$ cat src/inc/adc_seq_pkg.sv
// constants, field layout and types of the conversion sequencer
package adc_seq_pkg;
  localparam int CLK_PS   = 25000;
  localparam int TCL_PS   = 12500;
  localparam int TCC24_CYC = (24 * TCL_PS + CLK_PS - 1) / CLK_PS;
  localparam int TCC48_CYC = (48 * TCL_PS + CLK_PS - 1) / CLK_PS;
  localparam int TCC96_CYC = (96 * TCL_PS + CLK_PS - 1) / CLK_PS;

  localparam logic [2:0] A_CTRL   = 3'h0;
  localparam logic [2:0] A_RESULT = 3'h1;
  localparam logic [2:0] A_INJRES = 3'h2;
  localparam logic [2:0] A_INJCTL = 3'h3;
  localparam logic [2:0] A_STAT   = 3'h4;
  localparam logic [2:0] A_MASK   = 3'h5;
  localparam logic [2:0] A_PINS   = 3'h6;

  localparam int CH_LSB    = 0;
  localparam int MODE_LSB  = 4;
  localparam int START_BIT = 6;
  localparam int OVRH_BIT  = 7;
  localparam int INJ_BIT   = 8;
  localparam int WFR_BIT   = 9;
  localparam int STC_LSB   = 12;
  localparam int CTC_LSB   = 14;
  localparam int RCH_LSB   = 12;

  localparam int ST_DONE = 0;
  localparam int ST_OVR  = 1;
  localparam int ST_INJ  = 2;

  localparam logic [15:0] CTRL_RST = 16'h0000;
  localparam logic [15:0] ZERO16   = 16'h0000;

  typedef enum logic [1:0] {
    S_IDLE   = 2'b00,
    S_SAMPLE = 2'b01,
    S_CONV   = 2'b10,
    S_HOLD   = 2'b11
  } state_e;

  typedef enum logic [1:0] {
    M_SINGLE = 2'b00,
    M_CONT   = 2'b01,
    M_SCAN   = 2'b10,
    M_SCANC  = 2'b11
  } mode_e;
endpackage

$ cat src/rtl/adc_conversion_sequencer.sv
// conversion sequencer for the 10-bit multiplexed converter core
// Operation
// RULE_01 - results are 10 bits, one of 16 channels is muxed in and held during sampling.
// RULE_02 - with error policy, a result finishing while the last is unread flags an overrun.
// RULE_03 - with hold policy, the next conversion waits until the last result is read.
// RULE_04 - the analog pins stay readable as plain digital inputs.
// RULE_05 - single channel single mode converts the channel once, stores it, and stops.
// RULE_06 - single channel continuous mode converts the same channel again and again.
// RULE_07 - scan single mode converts each channel once in turn, storing each result.
// RULE_08 - scan continuous mode cycles through the channels without end.
// RULE_09 - wait-for-read in a continuous mode parks a new result and pauses until a read.
// RULE_10 - an injection request in a continuous mode converts one channel into its own register.
// RULE_11 - after an injected conversion the running continuous mode resumes by itself.
// RULE_12 - the conversion clock field picks 24, 96 or 48 base clock phases per period.
// RULE_13 - the sample clock field picks one, two, four or eight conversion periods.
// RULE_14 - software never writes the reserved conversion clock code.
// RULE_15 - the channel field picks the single channel or the scan start; scans count down.
//
// Design decisions made here: the strobed register port and the address map.
`timescale 1ns/1ps
module adc_conversion_sequencer
  import adc_seq_pkg::*;
#(
  parameter int CONV_TCC = 10
) (
  input  wire logic        CLOCK,
  input  wire logic        RESET,
  input  wire logic [2:0]  ADDR,
  input  wire logic [15:0] WDATA,
  input  wire logic        WR,
  input  wire logic        RD,
  output logic      [15:0] RDATA,
  input  wire logic [15:0] DIGITAL_PINS,
  input  wire logic [9:0]  CONV_DATA,
  output logic      [3:0]  MUX_SEL,
  output logic             SAMPLE_EN,
  output logic             CONVERT_EN,
  output logic             IRQ
);

  typedef struct packed {
    state_e      st;
    logic [15:0] cnt;
    logic [3:0]  ch;
    logic [3:0]  start_ch;
    logic [3:0]  inj_ch;
    logic        inj_act;
    logic        inj_pend;
    logic        unread;
    logic [15:0] ctrl;
    logic [9:0]  res;
    logic [3:0]  res_ch;
    logic [9:0]  tmp;
    logic [3:0]  tmp_ch;
    logic [9:0]  ires;
    logic [3:0]  ires_ch;
    logic [2:0]  stat;
    logic [2:0]  mask;
    logic [15:0] p1;
    logic [15:0] p2;
    logic [9:0]  d1;
    logic [9:0]  d2;
    logic [15:0] rdata;
    logic [3:0]  mux;
    logic        samp;
    logic        conv;
    logic        irq;
  } state_s;

  state_s q_r;
  state_s q_nxt;

  function automatic logic [15:0] tcc_cyc(input logic [15:0] c);
    case (c[CTC_LSB +: 2])
      2'b10:   tcc_cyc = 16'(TCC96_CYC); // RULE_12
      2'b11:   tcc_cyc = 16'(TCC48_CYC); // RULE_12
      default: tcc_cyc = 16'(TCC24_CYC); // RULE_12 RULE_14
    endcase
  endfunction

  function automatic logic [15:0] samp_load(input logic [15:0] c);
    samp_load = (tcc_cyc(c) << c[STC_LSB +: 2]) - 16'h0001; // RULE_13
  endfunction

  function automatic logic [15:0] conv_load(input logic [15:0] c);
    conv_load = 16'(tcc_cyc(c) * CONV_TCC) - 16'h0001; // RULE_12
  endfunction

  mode_e       mode;
  logic        ctrl_wr;
  logic        rd_res;
  logic        park;
  logic        fin;
  logic        more;
  logic [3:0]  next_ch;

  always_comb begin
    mode    = mode_e'(q_r.ctrl[MODE_LSB +: 2]);
    ctrl_wr = WR && (ADDR == A_CTRL);
    rd_res  = RD && (ADDR == A_RESULT);
    fin     = (q_r.st == S_CONV) && (q_r.cnt == ZERO16);
    park    = q_r.ctrl[OVRH_BIT] || (q_r.ctrl[WFR_BIT] && q_r.ctrl[MODE_LSB]); // RULE_03 RULE_09
    case (mode)
      M_SINGLE: begin
        more    = 1'b0;
        next_ch = q_r.ch;
      end
      M_CONT: begin
        more    = 1'b1; // RULE_06
        next_ch = q_r.ch;
      end
      M_SCAN: begin
        more    = (q_r.ch != 4'h0); // RULE_07
        next_ch = q_r.ch - 4'h1;
      end
      default: begin
        more    = 1'b1; // RULE_08
        next_ch = (q_r.ch == 4'h0) ? q_r.start_ch : q_r.ch - 4'h1; // RULE_15
      end
    endcase
  end

  logic        adv;
  logic [2:0]  ev;
  logic [2:0]  w1c;

  always_comb begin
    q_nxt    = q_r;
    adv      = 1'b0;
    ev       = 3'b000;
    w1c      = 3'b000;
    q_nxt.p1 = DIGITAL_PINS;
    q_nxt.p2 = q_r.p1;
    q_nxt.d1 = CONV_DATA;
    q_nxt.d2 = q_r.d1;
    q_nxt.rdata = ZERO16;
    if (RD) begin
      case (ADDR)
        A_CTRL:   q_nxt.rdata = {q_r.ctrl[15:7], q_r.st != S_IDLE, q_r.ctrl[5:0]};
        A_RESULT: q_nxt.rdata = {q_r.res_ch, 2'b00, q_r.res};
        A_INJRES: q_nxt.rdata = {q_r.ires_ch, 2'b00, q_r.ires};
        A_INJCTL: q_nxt.rdata = {7'h00, q_r.inj_pend, 4'h0, q_r.inj_ch};
        A_STAT:   q_nxt.rdata = {13'h0000, q_r.stat};
        A_MASK:   q_nxt.rdata = {13'h0000, q_r.mask};
        A_PINS:   q_nxt.rdata = q_r.p2; // RULE_04
        default:  q_nxt.rdata = ZERO16;
      endcase
    end
    if (WR) begin
      case (ADDR)
        A_CTRL:   q_nxt.ctrl = WDATA & ~(16'h0001 << START_BIT);
        A_INJCTL: begin
          if (!q_r.inj_act) begin
            q_nxt.inj_ch = WDATA[CH_LSB +: 4]; // RULE_01
          end
          if (WDATA[INJ_BIT]) begin
            q_nxt.inj_pend = 1'b1; // RULE_10
          end
        end
        A_STAT:   w1c = WDATA[2:0];
        A_MASK:   q_nxt.mask = WDATA[2:0];
        default:  ;
      endcase
    end
    if (rd_res) begin
      q_nxt.unread = 1'b0;
    end
    case (q_r.st)
      S_IDLE: begin
        if (ctrl_wr && WDATA[START_BIT]) begin
          q_nxt.ch       = WDATA[CH_LSB +: 4]; // RULE_15
          q_nxt.start_ch = WDATA[CH_LSB +: 4]; // RULE_15
          q_nxt.st       = S_SAMPLE;
          q_nxt.cnt      = samp_load(q_nxt.ctrl); // RULE_13
        end
      end
      S_SAMPLE: begin
        if (q_r.cnt == ZERO16) begin
          q_nxt.st  = S_CONV;
          q_nxt.cnt = conv_load(q_nxt.ctrl); // RULE_12
        end else begin
          q_nxt.cnt = q_r.cnt - 16'h0001;
        end
      end
      S_CONV: begin
        if (q_r.cnt != ZERO16) begin
          q_nxt.cnt = q_r.cnt - 16'h0001;
        end else if (q_r.inj_act) begin
          q_nxt.ires    = q_r.d2; // RULE_10
          q_nxt.ires_ch = q_r.inj_ch;
          q_nxt.inj_act = 1'b0; // RULE_11
          ev[ST_INJ]    = 1'b1;
          q_nxt.st      = S_SAMPLE; // RULE_11
          q_nxt.cnt     = samp_load(q_nxt.ctrl);
        end else if (q_r.unread && !rd_res && park) begin
          q_nxt.tmp    = q_r.d2; // RULE_09
          q_nxt.tmp_ch = q_r.ch;
          q_nxt.st     = S_HOLD; // RULE_03
        end else begin
          if (q_r.unread && !rd_res) begin
            ev[ST_OVR] = 1'b1; // RULE_02
          end
          q_nxt.res    = q_r.d2; // RULE_05 RULE_06 RULE_07 RULE_08
          q_nxt.res_ch = q_r.ch;
          q_nxt.unread = 1'b1;
          ev[ST_DONE]  = 1'b1;
          adv          = 1'b1;
        end
      end
      S_HOLD: begin
        if (rd_res) begin
          q_nxt.res    = q_r.tmp; // RULE_09
          q_nxt.res_ch = q_r.tmp_ch;
          q_nxt.unread = 1'b1;
          ev[ST_DONE]  = 1'b1;
          adv          = 1'b1;
        end
      end
      default: q_nxt.st = S_IDLE;
    endcase
    if (adv) begin
      if (more) begin
        q_nxt.ch  = next_ch;
        q_nxt.st  = S_SAMPLE;
        q_nxt.cnt = samp_load(q_nxt.ctrl);
        if (q_nxt.inj_pend && q_r.ctrl[MODE_LSB]) begin
          q_nxt.inj_act  = 1'b1; // RULE_10
          q_nxt.inj_pend = 1'b0;
        end
      end else begin
        q_nxt.st = S_IDLE; // RULE_05 RULE_07
      end
    end
    if (ctrl_wr && !WDATA[START_BIT]) begin
      q_nxt.st      = S_IDLE;
      q_nxt.inj_act = 1'b0;
    end
    q_nxt.stat = (q_r.stat & ~w1c) | ev;
    q_nxt.irq  = |(q_nxt.stat & q_nxt.mask);
    q_nxt.samp = (q_nxt.st == S_SAMPLE);
    q_nxt.conv = (q_nxt.st == S_CONV);
    q_nxt.mux  = q_nxt.inj_act ? q_nxt.inj_ch : q_nxt.ch; // RULE_01
  end

  always_ff @(posedge CLOCK) begin
    if (RESET) begin
      q_r      <= '0;
      q_r.st   <= S_IDLE;
      q_r.ctrl <= CTRL_RST;
    end else begin
      q_r <= q_nxt;
    end
  end

  assign RDATA      = q_r.rdata;
  assign MUX_SEL    = q_r.mux;
  assign SAMPLE_EN  = q_r.samp;
  assign CONVERT_EN = q_r.conv;
  assign IRQ        = q_r.irq;

  logic reg_done;
  assign reg_done = fin && !q_r.inj_act && !(q_r.unread && !rd_res && park) && !ctrl_wr;
endmodule

$ cat config.mk
export PLATFORM = sky130hd
export DESIGN_NAME = adc_conversion_sequencer
export DESIGN_NICKNAME = d
export VERILOG_FILES = /design/src/inc/adc_seq_pkg.sv /design/src/rtl/adc_conversion_sequencer.sv
export SDC_FILE = /design/constraint.sdc
export NUM_CORES = 1
export LEC_CHECK = 0
export BUFFER_PORTS_ARGS = -buffer_cell sky130_fd_sc_hd__clkbuf_2
export CAP_MARGIN = 5
export CORE_UTILIZATION = 40
export DETAILED_ROUTE_END_ITERATION = 6
export HOLD_SLACK_MARGIN = 0.03
export SLEW_MARGIN = 25
export SYNTH_ARGS = -nofsm -noshare
export SYNTH_HDL_FRONTEND = slang
export SYNTH_SLANG_ARGS = --single-unit
$ cat constraint.sdc
create_clock -name CLOCK -period 3.8 [get_ports CLOCK]
set_clock_uncertainty 0.05 [all_clocks]
set_input_delay 0.76 -clock CLOCK [delete_from_list [all_inputs] [get_ports CLOCK]]
set_output_delay 0.76 -clock CLOCK [all_outputs]
set_load 0.01 [all_outputs]
==> results of run 1 <==
==> critical path, cell delays in order <==
cell and delay (ps):
clkbuf_2 130, or4b_1 540, and3_1 210, a31oi_2 230, ha_2 290, nor2b_1 60
a211oi_1 250, o22ai_2 190, a2111oi_4 270, a31o_2 250, nand3_2 80, a311oi_2 250
==> area by class of cell <==
type / instances / area [sq um]
fill: 1856 / 9980
clock buffer: 17 / 425
timing repair buffer: 98 / 561
clock inverter: 15 / 180
multi-input combinational: 627 / 3780
inverter: 18 / 67.6
tap: 234 / 293
sequential: 171 / 3420
==> cell usage after synthesis (9+ instances only) <==
master,instances,area (sq um)
a22oi_1,29,218
nand3_1,19,95.1
inv_1,16,60.1
nor3_1,17,85.1
a211oi_1,18,135
o21ai_0,16,80.1
a31oi_1,15,93.8
nand2b_1,9,56.3
a22o_1,10,87.6
mux2i_1,14,140
buf_4,20,150
a222oi_1,9,90.1
clkbuf_1,53,199
a21oi_1,79,395
nand2_1,127,477
nor2_1,75,282
nor2b_1,65,407
dfxtp_1,171,3420
==> kinds of logic after synthesis <==
family | Yosys count
muxes | 21
DFF | 171
and+or+nand+nor | 356
adders and majority gates | 7
buffers and inverters | 99
AOI/OAI and AO/OA | 234
xor gates and xnor gates | 9
==> routing by layer <==
metal  vias up  global-route usage
met4         0              0.0908
li1       3217                   -
met3        30              0.0280
met2       200               0.354
met5         -                   0
met1      3131               0.287
==> where the power goes <==
part           internal, W  leakage, nW  total [W]  switching [W]
Sequential         0.00183         1.39    0.00186      0.0000261
Clock             0.000993        0.294    0.00177       0.000779
Combinational     0.000149         1.67   0.000418       0.000269
Total              0.00298         3.35    0.00405        0.00107
==> flip-flops by register name, indices dropped and copies added, names as in the netlist <==
| name | cells |
|---|---|
| q_r | 120 |
| MUX_SEL | 4 |
| mode | 2 |
| RDATA | 16 |
| CONVERT_EN | 1 |
| q_nxt | 26 |
| SAMPLE_EN | 1 |
| IRQ | 1 |
==> stage by stage <==
step           utilization  setup WS [ps]  hold WS, ps  cell area (sq um)  power (W)
5_1_grt              0.467            444          404               8730    0.00422
2_1_floorplan            -           15.0          364               7660    0.00217
6_report             0.467            578          384               8730    0.00405
3_5_place_dp         0.434            163          371               8120    0.00231
3_3_place_gp         0.434            258          365               8120    0.00232
4_1_cts              0.467            600          388               8730    0.00409
==> layout by cell type (no fill, tap or decap), types with 4 or more instances in the layout <==
cell	netlist	final
o31ai_1	5	5
o21ai_0	16	16
nand2_1	127	127
o22ai_1	4	4
a21boi_0	5	5
a21oi_1	79	79
nor4_1	4	4
nor3_1	17	17
inv_1	16	16
clkbuf_2	0	70
inv_6	0	4
dfxtp_1	171	171
clkbuf_16	0	17
a21o_1	4	4
a222oi_1	9	9
nand3_1	19	19
a211oi_1	18	18
a31oi_1	15	14
a32oi_1	6	6
xor2_1	5	5
nand3b_1	4	4
xnor2_1	4	4
mux2i_1	14	14
a22o_1	10	10
nor2b_1	65	65
a22oi_1	29	29
nor2_1	75	75
and3_1	6	6
nand2b_1	9	9
o21ai_1	5	5
ha_1	7	6
buf_4	20	28
==> how the worst max path moves through the flow <==
stage,start,slack [ps],depth (start not counted),end
after floorplan,ADDR[0],10,14,q_r[166]$_SDFF_PP0_
after global placement,ADDR[0],260,12,q_r[166]$_SDFF_PP0_
after detailed placement,ADDR[0],160,12,q_r[166]$_SDFF_PP0_
after CTS,ADDR[0],600,12,q_r[166]$_SDFF_PP0_
after global routing,ADDR[2],440,12,q_r[166]$_SDFF_PP0_
final,ADDR[2],580,12,q_r[166]$_SDFF_PP0_
==> flow_summary.ini, run 1 <==
[synthesis]
synth-xor-area-share = 0.0103
synth_mux_area_frac = 0.0345
synth_edf_count = 0
syn_area_sq_um = 7660
synthAdderAreaFrac = 0.0114
ys_ff_latch = 171
synth_cell_type_count = 75
synth_flop_cell = dfxtp_1
yosysWarnings = 0
synth_top_family_by_area = simple AND/OR/NAND/NOR gates
synth-compound-area-share = 0.207
seq_area_frac_synth = 0.447
synthArstFlopShare = 0
syn_nets = 953
syn_inst = 897
avgSynthCellArea_sq_um = 8.54
synth-simple-area-share = 0.229

[clock_tree]
cts.htree.levels = 4
postCtsSetupBuffers = 0
cts_root_buf = clkbuf_16
cts_resized = 0
cts_buffers = 17
clock-sinks = 171
clock_path_buffers = 2
cts_tree = yes
path_clk_slew_ps = 70
hold_buffers = 0
clkLatencyLatePin_ps = 430

[drt]
drt-vias-per-instance = 5.57
route.met2.wl_um = 9890
wl_met3_um = 1100
antenna_left = 0
dr.pass1.iters = 7
wl_met1_um = 9110
vias = 6578
finalWirelength_um = 20600
routedWlPerCell_um = 17.4
drt_iter0_markers = 606
highest_layer = met4
drc_errors = 0

[setup_path]
path_class = input pin to register
arrival_ps = 3510
required_ps = 4090
worstReg2RegStart = q_r[161]$_SDFF_PP0_
rr_endpoint = MUX_SEL[3]$_SDFF_PP0_
end_kind = register
reg2reg_depth = 8
critPathMaxFanout = 7
r2r_slack_ps = 960
startpoint_type = input pin

[grt]
grt_pass1_wl_um = 33300
overflow = 0
grt_max_degree = 70
grt_antenna_before_repair = 0
grt.total_usage = 0.216
grt_pass1_vias = 6256

[timing]
clock.fmax_mhz = 310
drv_slew = 0
finalCritPeriodShare = 0.848
slew_headroom = 0.391
fin_crit_ps = 3220
finalSetupTns_ps = 0
setup_viol = 0
hold_violations = 0
rsz0062_at_grt = no
worst_slew_pin_slew_ps = 911

[worst_hold_path]
hp-class = register to register
hold_path_depth = 1
hold_start = q_nxt[56]$_SDFF_PP0_
hold_end = q_r[56]$_SDFF_PP0_

[finish]
stdcell_count = 1180
nNetsFinal = 989
antenna_cells = 0
syn_to_final_growth_pct = 14.0
drive_above_1_share = 0.166

[power]
p_per_area_nw_per_um2 = 464
vdd_drop_max_mv = 0.341
p_leak_nw = 3.35

[floorplan]
die_area_sq_um = 19700
rows = 50
die_y_um = 140
fp.dieW_um = 140
ios = 72
start_util = 0.409
core-area_sq_um = 18700

[placed_design]
dp_cells = 1148
hpwl_um = 14400
port-buffer-count = 71
gp_congestion = 0.963

[status]
status = complete, no violations

[job]
drv_cap = 0
Power figures use the tool's default switching activity.
==> inputs of run 2 (changes only) <==
--- a/config.mk
+++ b/config.mk
@@ -5,6 +5,7 @@
 export SDC_FILE = /design/constraint.sdc
 export NUM_CORES = 1
 export LEC_CHECK = 0
+export ABC_AREA = 1
 export BUFFER_PORTS_ARGS = -buffer_cell sky130_fd_sc_hd__clkbuf_2
 export CAP_MARGIN = 5
 export CORE_UTILIZATION = 40
==> constraint.sdc (replaced) <==
create_clock -name CLOCK -period 2.9 [get_ports CLOCK]
set_clock_uncertainty 0.05 [all_clocks]
set_input_delay 0.58 -clock CLOCK [delete_from_list [all_inputs] [get_ports CLOCK]]
set_output_delay 0.58 -clock CLOCK [all_outputs]
set_load 0.01 [all_outputs]
==> run 2 against run 1 <==
Effect of this change: non-clock buffer count is 8 higher; hold slack worse by 120 ps; combinational power is 54% higher; utilization increased by 1.2 points; synthesized area is 2.2% higher; final area is 4.0% higher; largest cell class is now registers; largest power group unchanged; critical path depth up 1; critical endpoint is now CONVERT_EN$_SDFF_PP0_; flip-flop and latch count stayed put; register-to-register slack worse by 650 ps.
==> flow_summary.ini, run 2 <==
[status]
status = complete, no violations

[clock_tree]
cts.htree.levels = 4
clkLatencyLatePin_ps = 440
cts_root_buf = clkbuf_16
clock-sinks = 171
postCtsSetupBuffers = 0
clock_path_buffers = 2
hold_buffers = 0
path_clk_slew_ps = 80
cts_buffers = 17
cts_tree = yes

[synthesis]
yosys-top-cells-count = dfxtp_1 (171), inv_1 (169), nand2_1 (137), nor2_1 (120), o21ai_0 (94)
synth_cell_type_count = 48
synth_flop_cell = dfxtp_1
syn_inst = 1068
synthArstFlopShare = 0
synth.area.top_cells = dfxtp_1 (44%), inv_1 (8.1%), nand2_1 (6.6%)
yosysTopAreaCellShare = 0.437
yosysWarnings = 0
seq_area_frac_synth = 0.437
yosysMostFrequentCell = dfxtp_1
synth_edf_count = 0
ys_ff_latch = 171
syn_nets = 1124
synth_largest_area_cell = dfxtp_1
avgSynthCellArea_sq_um = 7.33
syn_area_sq_um = 7830

[timing]
hold_violations = 0
fin_crit_ps = 2590
finalSetupTns_ps = 0
rsz0062_at_grt = no
drv_slew = 0
finalCritPeriodShare = 0.893
setup_viol = 0
slew_headroom = 0.535
worst_slew_pin_slew_ps = 696
clock.fmax_mhz = 386

[worst_hold_path]
hp-class = input pin to register
hold_path_depth = 3
hold_start = CONV_DATA[5]
hold_end = q_nxt[28]$_SDFF_PP0_

[finish]
drive_above_1_share = 0.160
final_common_cell = dfxtp_1
syn_to_final_growth_pct = 16.0
nNetsFinal = 1184
largest_reg_flops = 120
antenna_cells = 0
fillers = 1962
mostFrequentLayoutCells = dfxtp_1 (171), inv_1 (169), nand2_1 (137)
max_flop_register = q_r

[setup_path]
required_ps = 3190
r2r_slack_ps = 310
critPathMostFrequentCell = nand2_1
slowest_stage = dfxtp_1
worstReg2RegStart = q_r[154]$_SDFF_PP0_
reg2reg_depth = 13
arrival_ps = 2880
max_stage_delay_ps = 340
startpoint_type = register
critPathMaxFanout = 7
path_class = register to register
path_cells = inv_1 -> ha_1 -> nand4_1 -> nor2_2 -> nand2_1 -> nor2_2 -> inv_1 -> buf_4 -> nand2_1 -> nand3_1 -> o21ai_0 -> nand2_1 -> nor3_1
end_kind = register
rr_endpoint = CONVERT_EN$_SDFF_PP0_

[power]
p_leak_nw = 4.03
vdd_drop_max_mv = 0.399
p_per_area_nw_per_um2 = 601
finalPower_w = 0.00545

[placed_design]
port-buffer-count = 71
hpwl_um = 15200
gp_congestion = 0.926

[grt]
grt_pass1_wl_um = 34100
grt_antenna_before_repair = 0
overflow = 0
grt_pass1_vias = 6623
grt.total_usage = 0.219
grt_max_degree = 96

[drt]
drt_iter0_markers = 475
antenna_left = 0
routedWlPerCell_um = 15.0
drc_errors = 0
finalWirelength_um = 21000
vias = 7073
dr.pass1.iters = 6
drt-vias-per-instance = 5.05

[floorplan]
core-area_sq_um = 19000
die_y_um = 142
start_util = 0.413
die_area_sq_um = 20100
rows = 50
ios = 72
fp.dieW_um = 142

[job]
drv_cap = 0
==> run 2: cell types whose count changed after synthesis, moves of 10 or more <==
| cell | previous run | this run |
|---|---|---|
| a21oi_1 | 79 | 93 |
| o21ai_0 | 16 | 94 |
| nand2_1 | 127 | 137 |
| nor2_1 | 75 | 120 |
| a22oi_1 | 29 | 8 |
| nand4_1 | 2 | 15 |
| nor2b_1 | 65 | 0 |
| mux2i_1 | 14 | 1 |
| a221oi_1 | 3 | 15 |
| nand3_1 | 19 | 51 |
| clkbuf_1 | 53 | 29 |
| a211oi_1 | 18 | 1 |
| inv_1 | 16 | 169 |
| nand2_2 | 1 | 15 |
==> run 2: worst max-delay path by stage <==
| stage | from | end | slack, ps | cells past startpoint |
|---|---|---|---|---|
| floorplan | ADDR[0] | q_r[158]$_SDFF_PP0_ | 290 | 17 |
| global placement | ADDR[0] | q_r[162]$_SDFF_PP0_ | 80 | 18 |
| detailed placement | ADDR[0] | q_r[162]$_SDFF_PP0_ | 40 | 18 |
| CTS | q_r[154]$_SDFF_PP0_ | q_r[169]$_SDFF_PP0_ | 210 | 13 |
| global route | q_r[154]$_SDFF_PP0_ | q_r[169]$_SDFF_PP0_ | 60 | 13 |
| finish | q_r[154]$_SDFF_PP0_ | CONVERT_EN$_SDFF_PP0_ | 310 | 13 |
==> run 2: cell type report <==
cell class,count,area [sq um],area share
Sequential cell,171,3420,0.377
Multi-Input combinational cell,656,3390,0.373
Inverter,176,661,0.0728
Timing Repair Buffer,106,646,0.0711
Clock buffer,17,425,0.0469
Tap cell,260,325,0.0358
Clock inverter,15,209,0.0230
==> run 2: cell families (layout without fill, tap and decap cells) <==
| logic type | Yosys count | in the layout | share of synthesized area |
|---|---|---|---|
| xor gates and xnor gates | 12 | 12 | 0.0134 |
| and+or+nand+nor | 385 | 385 | 0.225 |
| DFF | 171 | 171 | 0.437 |
| muxes | 1 | 1 | 0.00128 |
| AOI/OAI and AO/OA | 251 | 251 | 0.182 |
| buffers and inverters | 241 | 314 | 0.130 |
| adders and majority gates | 7 | 7 | 0.0112 |
==> run 2: stage by stage <==
step / setup slack [ps] / area (sq um) / utilization / hold WS (ps) / instances
global placement: 77.9 / 8440 / 0.445 / 339 / 1369
floorplan: 290 / 7830 / - / 338 / 1068
finish: 311 / 9080 / 0.479 / 263 / 1401
detailed placement: 41.2 / 8440 / 0.445 / 343 / 1369
global route: 59.9 / 9080 / 0.479 / 254 / 1401
CTS: 211 / 9080 / 0.479 / 257 / 1401
==> run 2: timing repair <==
item | CTS | global route
endpoints found under the setup margin | 0 | 2
hold endpoints to repair | 0 | 0
resized for setup | 0 | 1
==> run 2: report_power, final <==
group	internal [W]	total [W]	switching [W]
combinational	0.000205	0.000642	0.000438
clock	0.00120	0.00237	0.00117
sequential	0.00241	0.00244	0.0000320
==> run 2: per-layer routing <==
metal  track usage  share of wire  wire [um]  up-vias
met5             0              0          0        -
met4        0.0792          0.018        387        0
met3        0.0381          0.052       1100       32
met2         0.366           0.48      10100      192
met1         0.284           0.45       9450     3274
li1              -              -          -     3575
==> run 2: critical path: cells and delay by family (launching register included) <==
family	cells	cell delay [ps]
AOI/OAI and AO/OA	1	140
buffers and inverters	3	510
adders and majority gates	1	240
DFF	1	340
and+or+nand+nor	8	1220
==> inputs of run 3 (changes only) <==
==> constraint.sdc (replaced) <==
create_clock -name CLOCK -period 2.6 [get_ports CLOCK]
set_clock_uncertainty 0.05 [all_clocks]
set_input_delay 0.52 -clock CLOCK [delete_from_list [all_inputs] [get_ports CLOCK]]
set_output_delay 0.52 -clock CLOCK [all_outputs]
set_load 0.01 [all_outputs]
==> run 3 against run 2 <==
Effect of this change: non-clock buffer count grew 35; combinational power grew 27%; utilization rose by 1.4 points; highest routed layer unchanged; clock power is 9.3% higher; critical path depth up 1; register-to-register slack lost 60 ps; hold slack worse by 59 ps; worst setup slack lost 57 ps; count of clock-buffer cells in the layout unchanged; first-iteration DRC count grew 5.3%; sequential power grew 11%.
==> flow_summary.ini, run 3 (synthesis gave the netlist of run 2 again) <==
[status]
status = complete, no violations

[clock_tree]
path_clk_slew_ps = 80
cts.htree.levels = 4
clock-sinks = 171
cts_buffers = 17
clkLatencyLatePin_ps = 440
cts_root_buf = clkbuf_16
clock_path_buffers = 2
hold_buffers = 0
cts_tree = yes

[floorplan]
core-area_sq_um = 19000
rows = 50
die_area_sq_um = 20100
fp.dieW_um = 142
die_y_um = 142
ios = 72
start_util = 0.413

[grt]
grt_antenna_before_repair = 0
grt.total_usage = 0.224
grt_max_degree = 96
grt_pass1_wl_um = 34800
grt_pass1_vias = 6863
overflow = 0

[drt]
finalWirelength_um = 21300
antenna_left = 0
routedWlPerCell_um = 14.9
drc_errors = 0
dr.pass1.iters = 5
drt-vias-per-instance = 5.01
vias = 7191
drt_iter0_markers = 500

[setup_path]
r2r_slack_ps = 250
end_kind = register
critPathMaxFanout = 4
startpoint_type = register
required_ps = 2900
arrival_ps = 2650
path_class = register to register

[timing]
worst_slew_pin_slew_ps = 649
rsz0062_at_grt = no
slew_headroom = 0.565
hold_violations = 0
finalSetupTns_ps = 0
finalCritPeriodShare = 0.902
setup_viol = 0
fin_crit_ps = 2350
clock.fmax_mhz = 426
drv_slew = 0

[finish]
fin_area_sq_um = 9350
nNetsFinal = 1219
drive_above_1_share = 0.188
final_common_cell = dfxtp_1
max_flop_register = q_r
mostFrequentLayoutCells = dfxtp_1 (171), inv_1 (169), nand2_1 (137)
syn_to_final_growth_pct = 19.5
largest_reg_flops = 120
antenna_cells = 0

[power]
vdd_drop_max_mv = 0.404
p_leak_nw = 4.19
p_per_area_nw_per_um2 = 655

[placed_design]
gp_congestion = 0.905
port-buffer-count = 71
hpwl_um = 15600
placed_area_sq_um = 8720

[job]
drv_cap = 0

[worst_hold_path]
hp-class = input pin to register
[run 3: worst paths after layout]
path / from / end / cells after the start
setup / recovery: q_r[154]$_SDFF_PP0_ / SAMPLE_EN$_SDFF_PP0_ / 14
setup reg to reg: q_r[154]$_SDFF_PP0_ / SAMPLE_EN$_SDFF_PP0_ / 14
hold / removal: CONV_DATA[9] / q_nxt[32]$_SDFF_PP0_ / 3
hold reg to reg: q_nxt[47]$_SDFF_PP0_ / q_r[47]$_SDFF_PP0_ / 2
[run 3: per-stage QoR]
step	hold WS, ps	total power (W)	setup slack (ps)	instances	utilization
floorplan	338	0.00324	49.9	1068	-
global placement	339	0.00358	-37.5	1404	0.460
detailed placement	342	0.00358	-133	1404	0.460
CTS	199	0.00617	147	1436	0.493
global route	195	0.00638	6.39	1436	0.493
finish	204	0.00612	254	1436	0.493
[run 3: final cells by class]
| type | count | area [sq um] |
|---|---|---|
| sequential | 171 | 3420 |
| inverter | 176 | 661 |
| clock buffer | 17 | 425 |
| multi-input combinational | 656 | 3400 |
| clock inverter | 15 | 193 |
| fill | 1940 | 9610 |
| tap | 260 | 325 |
| timing repair buffer | 141 | 921 |
[run 3: critical path: stages, from the launching register on]
cell     delay, ps
dfxtp_1        330
inv_1          100
ha_2           220
nand4_1        180
nor2_2         140
nand2_1        120
nor2_2         120
buf_4          150
nand2_1         90
buf_4          170
a21oi_1        110
o21ai_0         90
nand2_1        100
nand2_1         90
nor3b_2        210
[run 3: timing repair]
action / CTS / global route
gates resized for setup: 0 / 5
buffers inserted: 0 / 0
endpoints found under the setup margin: 0 / 7
[run 3: power by group]
group | total (W) | internal [W] | switching [W]
Combinational | 0.000817 | 0.000303 | 0.000514
Sequential | 0.00272 | 0.00269 | 0.0000359
Clock | 0.00259 | 0.00131 | 0.00127
[run 3: routing by layer]
layer / wire [um] / vias up / global-route usage / share of wire
li1: - / 3647 / - / -
met1: 9420 / 3306 / 0.277 / 0.44
met2: 10200 / 206 / 0.380 / 0.48
met3: 1210 / 32 / 0.0516 / 0.057
met4: 480 / 0 / 0.0787 / 0.023
met5: 0 / - / 0 / 0
